<file path="src/i2ca_consts.vh">
/*
  Register offsets, field positions and reset values of the i2c arbitration
  block. Assumes a byte-addressed APB bus, one aligned 32-bit word a register.
*/
`ifndef I2CA_CONSTS_VH
`define I2CA_CONSTS_VH

// ==========================================================================
// register byte offsets
`define I2CA_OFF_BAUD  8'h00
`define I2CA_OFF_BUF   8'h04
`define I2CA_OFF_CTL1  8'h08
`define I2CA_OFF_CTL2  8'h0C
`define I2CA_OFF_CTL3  8'h10
`define I2CA_OFF_MASK  8'h14
`define I2CA_OFF_STAT  8'h18
`define I2CA_OFF_IEN1  8'h1C
`define I2CA_OFF_IEN2  8'h20
`define I2CA_OFF_IFL1  8'h24
`define I2CA_OFF_IFL2  8'h28

// ==========================================================================
// field positions
`define I2CA_B_WRITE_COLLISION_FLAG    7
`define I2CA_B_EN      5
`define I2CA_B_ACKSTAT 6
`define I2CA_B_ACKDT   5
`define I2CA_B_ACK_SEQ_ENABLE   4
`define I2CA_B_PEN     2
`define I2CA_B_RESTART_SEQ_ENABLE    1
`define I2CA_B_SEN     0
`define I2CA_B_STOP    4
`define I2CA_B_START   3
`define I2CA_B_BF      0
`define I2CA_B_IRQ     3

// ==========================================================================
// mode code, reset values and ack bit index
`define I2CA_MODE_MASTER 4'h8
`define I2CA_RST_BYTE    8'h00
`define I2CA_RST_MASK    8'hFF
`define I2CA_ACK_BIT     4'h8

`endif

</file>
<file path="src/i2ca_sync.v">
/*
  Two-flop synchroniser, one chain per bit.
  Assumes inputs are asynchronous to clk; output is safe to use in clk domain.
*/
`default_nettype none

module i2ca_sync #(
  parameter W = 2
) (
  // clock
  input  wire         clk,
  // async in, synced out
  input  wire [W-1:0] d,
  output wire [W-1:0] q
);

  // ========================================================================
  // per-bit two-stage chain
  genvar i;
  generate
    for (i = 0; i < W; i = i + 1) begin : g_bit
      reg meta_q;
      reg sync_q;
      // first stage feeds only the second
      always @(posedge clk) begin
        meta_q <= d[i];
        sync_q <= meta_q;
      end
      assign q[i] = sync_q;
    end
  endgenerate

endmodule

`default_nettype wire

</file>
<file path="src/i2ca_top.v">
/*
  I2C master with bus arbitration and collision detection, bus-free tracking,
  a small slave receiver that can wake a sleeping processor, and APB registers.
  Assumes open-drain SDA/SCL resolved outside; 20 MHz CLK; pins are async.
*/
// The APB slave port and the placing of the registers were decided locally.
// Operation
// - buffer write during a running sequence sets write collision, write dropped
// - slave keeps receiving in sleep, wakes on match or byte
// - reset disables the port and abandons any transfer
// - stop and start bits clear on reset or port disable
// - busy bus, stop detected raises the port interrupt
// - compare SDA with intended output, report loss in collision flag
// - released SDA sampled low with SCL high is a collision
// - byte collision stops sending, clears full flag, releases lines
// - condition collision aborts, releases lines, clears sequence enables
// - after collision keep watching, stop sets port interrupt flag
// - next buffer write after collision starts from first bit
// - start with SDA or SCL already low is a collision
// - start: SDA high runs counter, SCL low then is collision
// - start: SDA low during count drives SDA low early
// - start: SDA low at count end, recount, then SCL low
// - restart: release SDA, count, release SCL, SDA low is collision
// - restart: SDA high reloads counter, SDA fall is no collision
// - restart: SCL falls before timeout, SDA undriven, is collision
// - restart: both high at timeout, SDA low, count, SCL low
// - stop: SDA low seen, release SCL, count, SDA low is collision
// - stop: SCL low before SDA floats is collision
// - stop: SDA high with SCL high sets stop bit, period later interrupt
`default_nettype none
`include "i2ca_consts.vh"

module i2ca_top #(
  parameter AW = 8
) (
  // clock and reset
  input  wire          CLK,
  input  wire          SRST,
  // apb slave
  input  wire          PSEL,
  input  wire          PENABLE,
  input  wire          PWRITE,
  input  wire [AW-1:0] PADDR,
  input  wire [31:0]   PWDATA,
  output reg  [31:0]   PRDATA,
  output reg           PREADY,
  output reg           PSLVERR,
  // i2c open-drain pins
  input  wire          SCL_IN,
  output reg           SCL_OUT,
  output reg           SCL_OE,
  input  wire          SDA_IN,
  output reg           SDA_OUT,
  output reg           SDA_OE,
  // system
  input  wire          SLEEP,
  output reg           PORT_IRQ,
  output reg           WAKE
);

  // ========================================================================
  // states
  localparam [3:0] ST_IDLE = 4'h0, ST_S_WAIT = 4'h1, ST_S_HOLD = 4'h2;
  localparam [3:0] ST_R_LOW = 4'h3, ST_R_HIGH = 4'h4, ST_R_HOLD = 4'h5;
  localparam [3:0] ST_P_LOW = 4'h6, ST_P_HIGH = 4'h7, ST_P_REL = 4'h8;
  localparam [3:0] ST_P_END = 4'h9, ST_T_LOW = 4'hA, ST_T_HIGH = 4'hB;
  localparam [3:0] ST_A_LOW = 4'hC, ST_A_HIGH = 4'hD;

  // ========================================================================
  // state
  reg  [7:0] baud_q, buf_q, ctl3_q, mask_q, sh_q, ssh_q, cnt_q;
  reg  [3:0] mode_q, st_q, idx_q, sbit_q;
  reg        en_q, write_collision_flag_q, ackstat_q, ackdt_q;
  reg        sen_q, restart_seq_enable_q, pen_q, ack_seq_enable_q;
  reg        bf_q, stop_q, start_q, pie_q, bie_q, pif_q, bcl_q;
  reg        seen_q, sfirst_q, sact_q, scl_p_q, sda_p_q;
  reg        coll_d;
  reg  [7:0] rdata;
  reg        hit;
  wire [1:0] pin_s;
  wire       scl = pin_s[1];
  wire       sda = pin_s[0];

  // pins pass two flops before use
  i2ca_sync #(.W(2)) u_sync (
    .clk (CLK),
    .d   ({SCL_IN, SDA_IN}),
    .q   (pin_s)
  );

  // ========================================================================
  // bus events
  wire master    = (mode_q == `I2CA_MODE_MASTER);
  wire start_det = scl & scl_p_q & sda_p_q & ~sda;
  wire stop_det  = scl & scl_p_q & ~sda_p_q & sda;
  wire scl_rise  = scl & ~scl_p_q;
  wire tick      = (cnt_q == `I2CA_RST_BYTE);
  wire own_stop  = (st_q == ST_P_REL) | (st_q == ST_P_END);
  wire addr_hit  = (((ssh_q ^ baud_q) & mask_q & 8'hFE) == 8'h00);

  // ========================================================================
  // apb decode
  wire setup  = PSEL & ~PENABLE;
  wire wr     = PSEL & PENABLE & PREADY & PWRITE;
  wire rd     = PSEL & PENABLE & PREADY & ~PWRITE;
  wire [7:0] a = PADDR[7:0];
  wire wr_buf = wr & (a == `I2CA_OFF_BUF);
  wire wr_c1  = wr & (a == `I2CA_OFF_CTL1);
  wire wr_c2  = wr & (a == `I2CA_OFF_CTL2);
  wire wr_f1  = wr & (a == `I2CA_OFF_IFL1);
  wire wr_f2  = wr & (a == `I2CA_OFF_IFL2);
  wire rd_buf = rd & (a == `I2CA_OFF_BUF);

  // read mux and unmapped detect
  always @* begin
    hit = 1'b1;
    if (a == `I2CA_OFF_BAUD) rdata = baud_q;
    else if (a == `I2CA_OFF_BUF) rdata = buf_q;
    else if (a == `I2CA_OFF_CTL1) rdata = {write_collision_flag_q, 1'b0, en_q, 1'b0, mode_q};
    else if (a == `I2CA_OFF_CTL2)
      rdata = {1'b0, ackstat_q, ackdt_q, ack_seq_enable_q, 1'b0, pen_q, restart_seq_enable_q, sen_q};
    else if (a == `I2CA_OFF_CTL3) rdata = ctl3_q;
    else if (a == `I2CA_OFF_MASK) rdata = mask_q;
    else if (a == `I2CA_OFF_STAT) rdata = {3'b000, stop_q, start_q, 2'b00, bf_q};
    else if (a == `I2CA_OFF_IEN1) rdata = {4'h0, pie_q, 3'b000};
    else if (a == `I2CA_OFF_IEN2) rdata = {4'h0, bie_q, 3'b000};
    else if (a == `I2CA_OFF_IFL1) rdata = {4'h0, pif_q, 3'b000};
    else if (a == `I2CA_OFF_IFL2) rdata = {4'h0, bcl_q, 3'b000};
    else begin
      rdata = 8'h00;
      hit = 1'b0;
    end
  end

  // no-wait-state apb answer: ready in the first access cycle
  always @(posedge CLK) begin
    if (SRST) begin
      PREADY  <= 1'b0;
      PRDATA  <= 32'h00000000;
      PSLVERR <= 1'b0;
    end else begin
      PREADY  <= setup;
      PRDATA  <= setup ? {24'h000000, rdata} : 32'h00000000;
      PSLVERR <= setup & ~hit;
    end
  end

  // plain configuration registers
  always @(posedge CLK) begin
    if (SRST) begin
      baud_q  <= `I2CA_RST_BYTE;
      en_q    <= 1'b0;
      mode_q  <= 4'h0;
      ctl3_q  <= `I2CA_RST_BYTE;
      mask_q  <= `I2CA_RST_MASK;
      pie_q   <= 1'b0;
      bie_q   <= 1'b0;
      ackdt_q <= 1'b0;
    end else begin
      if (wr & (a == `I2CA_OFF_BAUD)) baud_q <= PWDATA[7:0];
      if (wr_c1) begin
        en_q   <= PWDATA[`I2CA_B_EN];
        mode_q <= PWDATA[3:0];
      end
      if (wr_c2) ackdt_q <= PWDATA[`I2CA_B_ACKDT];
      if (wr & (a == `I2CA_OFF_CTL3)) ctl3_q <= PWDATA[7:0];
      if (wr & (a == `I2CA_OFF_MASK)) mask_q <= PWDATA[7:0];
      if (wr & (a == `I2CA_OFF_IEN1)) pie_q <= PWDATA[`I2CA_B_IRQ];
      if (wr & (a == `I2CA_OFF_IEN2)) bie_q <= PWDATA[`I2CA_B_IRQ];
    end
  end

  // ========================================================================
  // collision detection per state
  always @* begin
    coll_d = 1'b0;
    case (st_q)
      ST_IDLE:   coll_d = master & sen_q & (~sda | ~scl);
      ST_S_WAIT: coll_d = sda & ~scl;
      ST_R_HIGH: coll_d = scl & ~sda;
      ST_R_HOLD: coll_d = ~scl & ~SDA_OE;
      ST_P_HIGH: coll_d = seen_q & ~scl;
      ST_P_REL:  coll_d = ~sda & (tick | ~scl);
      ST_T_HIGH: coll_d = ~SDA_OE & scl & ~sda & (idx_q != `I2CA_ACK_BIT);
      ST_A_HIGH: coll_d = ~SDA_OE & scl & ~sda;
      default:   coll_d = 1'b0;
    endcase
  end

  // ========================================================================
  // sequencer, flags and slave receiver; later assignments win
  always @(posedge CLK) begin
    if (SRST) begin
      st_q <= ST_IDLE;
      SCL_OE <= 1'b0;
      SDA_OE <= 1'b0;
      SCL_OUT <= 1'b0;
      SDA_OUT <= 1'b0;
      {sen_q, restart_seq_enable_q, pen_q, ack_seq_enable_q} <= 4'h0;
      {bf_q, stop_q, start_q, write_collision_flag_q, ackstat_q} <= 5'h00;
      {pif_q, bcl_q, seen_q, sfirst_q, sact_q} <= 5'h00;
      {scl_p_q, sda_p_q} <= 2'b11;
      buf_q <= `I2CA_RST_BYTE;
      sh_q <= `I2CA_RST_BYTE;
      ssh_q <= `I2CA_RST_BYTE;
      cnt_q <= `I2CA_RST_BYTE;
      idx_q <= 4'h0;
      sbit_q <= 4'h0;
      PORT_IRQ <= 1'b0;
      WAKE <= 1'b0;
    end else begin
      scl_p_q <= scl;
      sda_p_q <= sda;
      // interrupt and wake outputs
      PORT_IRQ <= (pif_q & pie_q) | (bcl_q & bie_q);
      WAKE <= SLEEP & pif_q & pie_q;
      // software writes; hardware sets below override
      if (wr_f1) pif_q <= PWDATA[`I2CA_B_IRQ];
      if (wr_f2) bcl_q <= PWDATA[`I2CA_B_IRQ];
      if (wr_c1) write_collision_flag_q <= PWDATA[`I2CA_B_WRITE_COLLISION_FLAG];
      if (wr_c2) begin
        ack_seq_enable_q <= PWDATA[`I2CA_B_ACK_SEQ_ENABLE];
        pen_q   <= PWDATA[`I2CA_B_PEN];
        restart_seq_enable_q  <= PWDATA[`I2CA_B_RESTART_SEQ_ENABLE];
        sen_q   <= PWDATA[`I2CA_B_SEN];
      end
      if (rd_buf & ~master) bf_q <= 1'b0;
      if (wr_buf) begin
        if (st_q != ST_IDLE) write_collision_flag_q <= 1'b1;
        else buf_q <= PWDATA[7:0];
      end
      if (cnt_q != `I2CA_RST_BYTE) cnt_q <= cnt_q - 8'h01;
      // bus busy / free tracking
      if (start_det) begin
        start_q <= 1'b1;
        stop_q  <= 1'b0;
      end
      if (stop_det) begin
        stop_q  <= 1'b1;
        start_q <= 1'b0;
        if (start_q & ~own_stop) pif_q <= 1'b1;
      end
      if (~en_q) begin
        // disabled port: abandon everything
        st_q <= ST_IDLE;
        SCL_OE <= 1'b0;
        SDA_OE <= 1'b0;
        {sen_q, restart_seq_enable_q, pen_q, ack_seq_enable_q} <= 4'h0;
        {bf_q, stop_q, start_q, sact_q} <= 4'h0;
      end else if (~master) begin
        // slave receive, runs in sleep too
        if (start_det) begin
          sbit_q <= 4'h0;
          sfirst_q <= 1'b1;
          sact_q <= 1'b1;
        end else if (stop_det) begin
          sact_q <= 1'b0;
        end else if (sact_q & scl_rise) begin
          if (sbit_q != `I2CA_ACK_BIT) begin
            ssh_q <= {ssh_q[6:0], sda};
            sbit_q <= sbit_q + 4'h1;
          end else begin
            sbit_q <= 4'h0;
            sfirst_q <= 1'b0;
            if (sfirst_q) begin
              sact_q <= addr_hit;
              if (addr_hit) pif_q <= 1'b1;
            end else begin
              buf_q <= ssh_q;
              bf_q <= 1'b1;
              pif_q <= 1'b1;
            end
          end
        end
      end else if (coll_d) begin
        // lost arbitration: release and go idle
        bcl_q <= 1'b1;
        st_q <= ST_IDLE;
        SCL_OE <= 1'b0;
        SDA_OE <= 1'b0;
        bf_q <= 1'b0;
        {sen_q, restart_seq_enable_q, pen_q, ack_seq_enable_q} <= 4'h0;
      end else begin
        case (st_q)
          ST_IDLE: begin
            if (sen_q) begin
              cnt_q <= baud_q;
              st_q <= ST_S_WAIT;
            end else if (restart_seq_enable_q) begin
              SDA_OE <= 1'b0;
              SCL_OE <= 1'b1;
              cnt_q <= baud_q;
              st_q <= ST_R_LOW;
            end else if (pen_q) begin
              SDA_OE <= 1'b1;
              SCL_OE <= 1'b1;
              seen_q <= 1'b0;
              st_q <= ST_P_LOW;
            end else if (ack_seq_enable_q) begin
              SDA_OE <= ~ackdt_q;
              SCL_OE <= 1'b1;
              cnt_q <= baud_q;
              st_q <= ST_A_LOW;
            end else if (wr_buf) begin
              sh_q <= PWDATA[7:0];
              idx_q <= 4'h0;
              bf_q <= 1'b1;
              SCL_OE <= 1'b1;
              SDA_OE <= ~PWDATA[7];
              cnt_q <= baud_q;
              st_q <= ST_T_LOW;
            end
          end
          ST_S_WAIT: begin
            if (~sda | tick) begin
              SDA_OE <= 1'b1;
              cnt_q <= baud_q;
              st_q <= ST_S_HOLD;
            end
          end
          ST_S_HOLD: begin
            if (tick) begin
              SCL_OE <= 1'b1;
              sen_q <= 1'b0;
              restart_seq_enable_q <= 1'b0;
              pif_q <= 1'b1;
              st_q <= ST_IDLE;
            end
          end
          ST_R_LOW: begin
            if (tick) begin
              SCL_OE <= 1'b0;
              st_q <= ST_R_HIGH;
            end
          end
          ST_R_HIGH: begin
            if (scl) begin
              cnt_q <= baud_q;
              st_q <= ST_R_HOLD;
            end
          end
          ST_R_HOLD: begin
            if (tick) begin
              SDA_OE <= 1'b1;
              cnt_q <= baud_q;
              st_q <= ST_S_HOLD;
            end
          end
          ST_P_LOW: begin
            if (~sda & ~seen_q) begin
              seen_q <= 1'b1;
              cnt_q <= baud_q;
            end else if (seen_q & tick) begin
              SCL_OE <= 1'b0;
              seen_q <= 1'b0;
              st_q <= ST_P_HIGH;
            end
          end
          ST_P_HIGH: begin
            if (scl & ~seen_q) begin
              seen_q <= 1'b1;
              cnt_q <= baud_q;
            end else if (seen_q & tick) begin
              SDA_OE <= 1'b0;
              seen_q <= 1'b0;
              cnt_q <= baud_q;
              st_q <= ST_P_REL;
            end
          end
          ST_P_REL: begin
            if (tick) begin
              cnt_q <= baud_q;
              st_q <= ST_P_END;
            end
          end
          ST_P_END: begin
            if (tick) begin
              pen_q <= 1'b0;
              pif_q <= 1'b1;
              st_q <= ST_IDLE;
            end
          end
          ST_T_LOW, ST_A_LOW: begin
            if (tick) begin
              SCL_OE <= 1'b0;
              seen_q <= 1'b0;
              st_q <= (st_q == ST_T_LOW) ? ST_T_HIGH : ST_A_HIGH;
            end
          end
          ST_T_HIGH: begin
            if (scl & ~seen_q) begin
              seen_q <= 1'b1;
              cnt_q <= baud_q;
            end else if (seen_q & tick) begin
              SCL_OE <= 1'b1;
              if (idx_q == `I2CA_ACK_BIT) begin
                ackstat_q <= sda;
                bf_q <= 1'b0;
                pif_q <= 1'b1;
                SDA_OE <= 1'b0;
                st_q <= ST_IDLE;
              end else begin
                idx_q <= idx_q + 4'h1;
                sh_q <= {sh_q[6:0], 1'b0};
                SDA_OE <= (idx_q == 4'h7) ? 1'b0 : ~sh_q[6];
                cnt_q <= baud_q;
                st_q <= ST_T_LOW;
              end
            end
          end
          ST_A_HIGH: begin
            if (scl & ~seen_q) begin
              seen_q <= 1'b1;
              cnt_q <= baud_q;
            end else if (seen_q & tick) begin
              SCL_OE <= 1'b1;
              SDA_OE <= 1'b0;
              ack_seq_enable_q <= 1'b0;
              pif_q <= 1'b1;
              st_q <= ST_IDLE;
            end
          end
          default: st_q <= ST_IDLE;
        endcase
      end
    end
  end

endmodule

`default_nettype wire

</file>
<file path="config.mk">
export PLATFORM = sky130hd
export DESIGN_NAME = i2ca_top
export DESIGN_NICKNAME = d
export VERILOG_FILES = /design/src/i2ca_sync.v /design/src/i2ca_top.v
export VERILOG_INCLUDE_DIRS = /design/src
export SDC_FILE = /design/constraint.sdc
export NUM_CORES = 1
export LEC_CHECK = 0
export ABC_AREA = 1
export BUFFER_PORTS_ARGS = -buffer_cell sky130_fd_sc_hd__buf_2
export CAP_MARGIN = 20
export CORE_AREA = 3 3 104 146
export CTS_CLUSTER_DIAMETER = 60
export DETAILED_ROUTE_END_ITERATION = 7
export DIE_AREA = 0 0 107 149
export GPL_ROUTABILITY_DRIVEN = 0
export HOLD_SLACK_MARGIN = 0.05
export PLACE_DENSITY_LB_ADDON = 0.05
export SLEW_MARGIN = 20
export SYNTH_ARGS = -nofsm -noshare
export SYNTH_HDL_FRONTEND = slang
export SYNTH_HIERARCHICAL = 1
export SYNTH_SLANG_ARGS = --single-unit
</file>
<file path="constraint.sdc">
create_clock -name CLK -period 2.27 [get_ports CLK]
set_input_delay 0.454 -clock CLK [delete_from_list [all_inputs] [get_ports CLK]]
set_output_delay 0.454 -clock CLK [all_outputs]
set_load 0.01 [all_outputs]
</file>
==> parameters.txt <==
Parameter                              Value

Finish
  Most common library cell in the layout ignoring fill and taps    nand2_1
  Top library cells by usage in the layout, fill and taps aside    nand2_1, inv_1, nor2_1
  Final net count    1252
  Fraction of layout cells with a size suffix above 1    0.134
  Area Growth Syn to Fin    14.6%
  Number of antenna repair diodes    0
  Total of fill cells in the finished design    1439

STA
  Worst setup skew after layout    0.00558 ns
  Final setup violation count    0
  Tcrit/Tclk final    0.945
  Count of final max-slew check failures    0
  Number of endpoints with negative hold slack in the final report    0
  Highest attainable clock frequency    0.466 GHz
  Smallest setup slack after layout    0.126 ns
  Period minus WS final    2.14 ns
  Final-layout setup total negative slack    0 ns

Drt
  DRT iter0 DRCs    603
  Vias per Instance    between 5 and 6
  Via count    just under 8000
  Remaining antenna violation count after routing    0
  Routed len/inst    16.9 um
  Final WL    23.5 mm
  TritonRoute pass-1 iters    5
  Number of remaining DRC errors    0

Worst setup path
  Maximum net fanout on the critical path    8
  Arrival time of data at the critical path endpoint    2.40 ns
  Startpoint types    flop
  Startpoint of the worst register-to-register path    st_q[0]
  Critical Path End Type    flop
  First element of the critical path    st_q[0]
  Critical path data required time    between 2 and 3 ns
  Worst Setup Path Type    flop to flop

Global route
  Global-route wire length before repair    37.2 mm
  Largest net degree at the start of global routing    57
  Gr ovfl total    0
  Vias in the first global route    7044
  Global router's overall resource usage    0.297
  Antenna violations before repair    0

Power and ir drop
  Ratio of total power to cell area    roughly 700 nW/um2
  Peak supply drop    approximately 470 uV
  Leakage power figure    around 0.0036 uW

Floorplanning
  Rows    about 50
  Core footprint    between 10000 and 15000 um2
  Horizontal extent of the die    107 um
  Full die area    15900 um2
  Die span in y    149 um
  Top Ports    88
  Initial core utilization    0.499

Clock tree
  Clk_lat worst skew    around 0.36 ns
  Clock transition at the registers of the reported paths    0.08 ns
  Post-CTS setup buffer count    0
  CTS tree    yes
  Number of H-tree branching levels    3
  TritonCTS buffer count    9
  Clk Tree Root Cell    clkbuf_16
  Largest buffer count on any clock path    2
  Clock sink count    109

Place
  Worst setup slack before clock tree synthesis    ~0.030 ns
  Total half-perimeter wirelength after legalization and detailed placement    17.9 mm
  Count of port buffers added during placement    37

Job
  Maxcap violations    0

Yosys
  Post-Synth Adder-Cell Area    0.0108
  Total of flip-flops plus latches after synthesis    109
  Synth Area in XOR/XNOR    0.00377
  Main combinational cell family by area after synthesis    simple AND/OR/NAND/NOR gates
  Fraction of synthesized area in multiplexers    0
  Dominant register cell in the synthesized netlist    dfxtp_1
  Cell area after synthesis    6970 um2
  Count of synthesis-stage warnings from yosys    6
  Share of flip-flops with an asynchronous set or reset after synthesis    0
  Complex-gate fraction of the synthesized area    0.246
  Cell count after synthesis    1118
  Count of distinct cell types in the synthesized netlist    between 40 and 50
  Portion of the post-synthesis area used by sequential elements    0.313
  Count of flip-flops with a built-in enable after synthesis    0
  Synthesized area per cell    6.23 um2
  Simple-gate share of the synthesized area    0.290

Run status
  Result of the run    completed

Min path
  Min-delay worst type    input pin to flop
  Startpoint of the most critical hold path    SDA_IN
what timing repair did:
action | 4_1_cts | 5_1_grt
resized for setup | 0 | 22
hold buffers | 0 | 0
setup endpoints to repair | 0 | 24
hold endpoints to repair | 0 | 0
metrics by stage:
stage                     cell area (um2)  hold slack (ns)  instances  total power, uW  utilization
after CTS                            7930            0.187       1387             5650        0.567
after global routing                 7980            0.183       1387             6090        0.571
after detailed placement             7650            0.313       1372             4100        0.547
after global placement               7650            0.310       1372             4090        0.547
final                                7980            0.193       1387             5720        0.571
after floorplan                      7060            0.310       1143             3450            -
critical path, cell delays in order (launching register included):
cell	delay [ns]
dfxtp_1	0.43
nand2_1	0.20
inv_1	0.16
nand3_1	0.09
nand3_1	0.09
nand2_1	0.05
nand2_1	0.10
nand3_4	0.14
nand2_4	0.14
inv_4	0.04
nand2_1	0.08
nor2_2	0.05
inv_1	0.25
a21oi_1	0.11
nand2_1	0.08
inv_1	0.04
worst paths after layout:
check,end,slack [ns],cells past startpoint
max,cnt_q[4],0.13,15
max reg2reg,cnt_q[4],0.13,15
min,u_sync/g_bit[0].meta_q,0.19,1
min reg2reg,u_sync/g_bit[0].sync_q,0.33,0
report_power, final:
part	leakage, uW	switching (uW)	internal (uW)
Clock	0.000132	796	762
Sequential	0.000884	58.4	1990
Combinational	0.00258	1390	729
Total	0.00360	2240	3480
synth_stat cells, types with 2 or more instances:
| cell type | number | share of area |
|---|---|---|
| nand2_1 | 228 | 0.12 |
| o221ai_1 | 3 | 0.0038 |
| a21oi_1 | 101 | 0.073 |
| nor3_1 | 11 | 0.0079 |
| nor2_4 | 2 | 0.0032 |
| o31ai_1 | 2 | 0.0022 |
| buf_2 | 4 | 0.0029 |
| nand2_4 | 2 | 0.0032 |
| nor2_2 | 7 | 0.0063 |
| o22ai_1 | 4 | 0.0036 |
| inv_1 | 145 | 0.078 |
| buf_4 | 31 | 0.033 |
| nor4_1 | 6 | 0.0054 |
| nand2_2 | 2 | 0.0018 |
| xnor2_1 | 2 | 0.0025 |
| o211ai_1 | 28 | 0.030 |
| a211oi_1 | 8 | 0.0086 |
| nand3_1 | 71 | 0.051 |
| nor2_1 | 128 | 0.069 |
| inv_2 | 7 | 0.0038 |
| clkinv_1 | 3 | 0.0016 |
| ha_1 | 6 | 0.011 |
| a31oi_1 | 14 | 0.013 |
| a221oi_1 | 5 | 0.0063 |
| o21ai_0 | 127 | 0.091 |
| o2111ai_1 | 4 | 0.0050 |
| nand4_1 | 12 | 0.011 |
| o21ai_1 | 7 | 0.0050 |
| dfxtp_1 | 109 | 0.31 |
| clkbuf_1 | 25 | 0.013 |
flip-flops by register name, summed over array words and instances, names as in the netlist, 2 cells and up:
signal,flops
PRDATA,8
baud_q,8
buf_q,8
cnt_q,8
ctl3_q,8
idx_q,4
mask_q,8
mode_q,4
sbit_q,4
sh_q,7
ssh_q,8
st_q,4
u_sync/g_bit.meta_q,2
u_sync/g_bit.sync_q,2
cells by family (layout without fill, tap and decap cells):
kind of cell	Yosys count	in the layout
adder cells (fa/ha/maj)	6	6
buffers and inverters	218	277
flip-flops	109	109
XOR/XNOR	3	3
AO/OA/AOI/OAI	307	307
AND/OR/NAND/NOR	474	474
other	1	26
area by class of cell:
cell class / count / area, um2 / share of cell area
multi-input combinational: 816 / 3980 / 0.498
tap: 185 / 231 / 0.0290
clock inverter: 6 / 55.1 / 0.00690
clock buffer: 9 / 225 / 0.0282
sequential: 109 / 2190 / 0.274
timing repair buffer: 106 / 716 / 0.0896
inverter: 156 / 591 / 0.0740
per-layer routing:
metal | wire [um] | vias to the layer above | global-route usage
met3 | 1790 | 87 | 0.0364
met4 | 1370 | 0 | 0.167
li1 | - | 3819 | -
met1 | 9240 | 3408 | 0.376
met2 | 11100 | 368 | 0.488
met5 | 0 | - | 0
No activity file was read; power rests on OpenSTA's default activity.
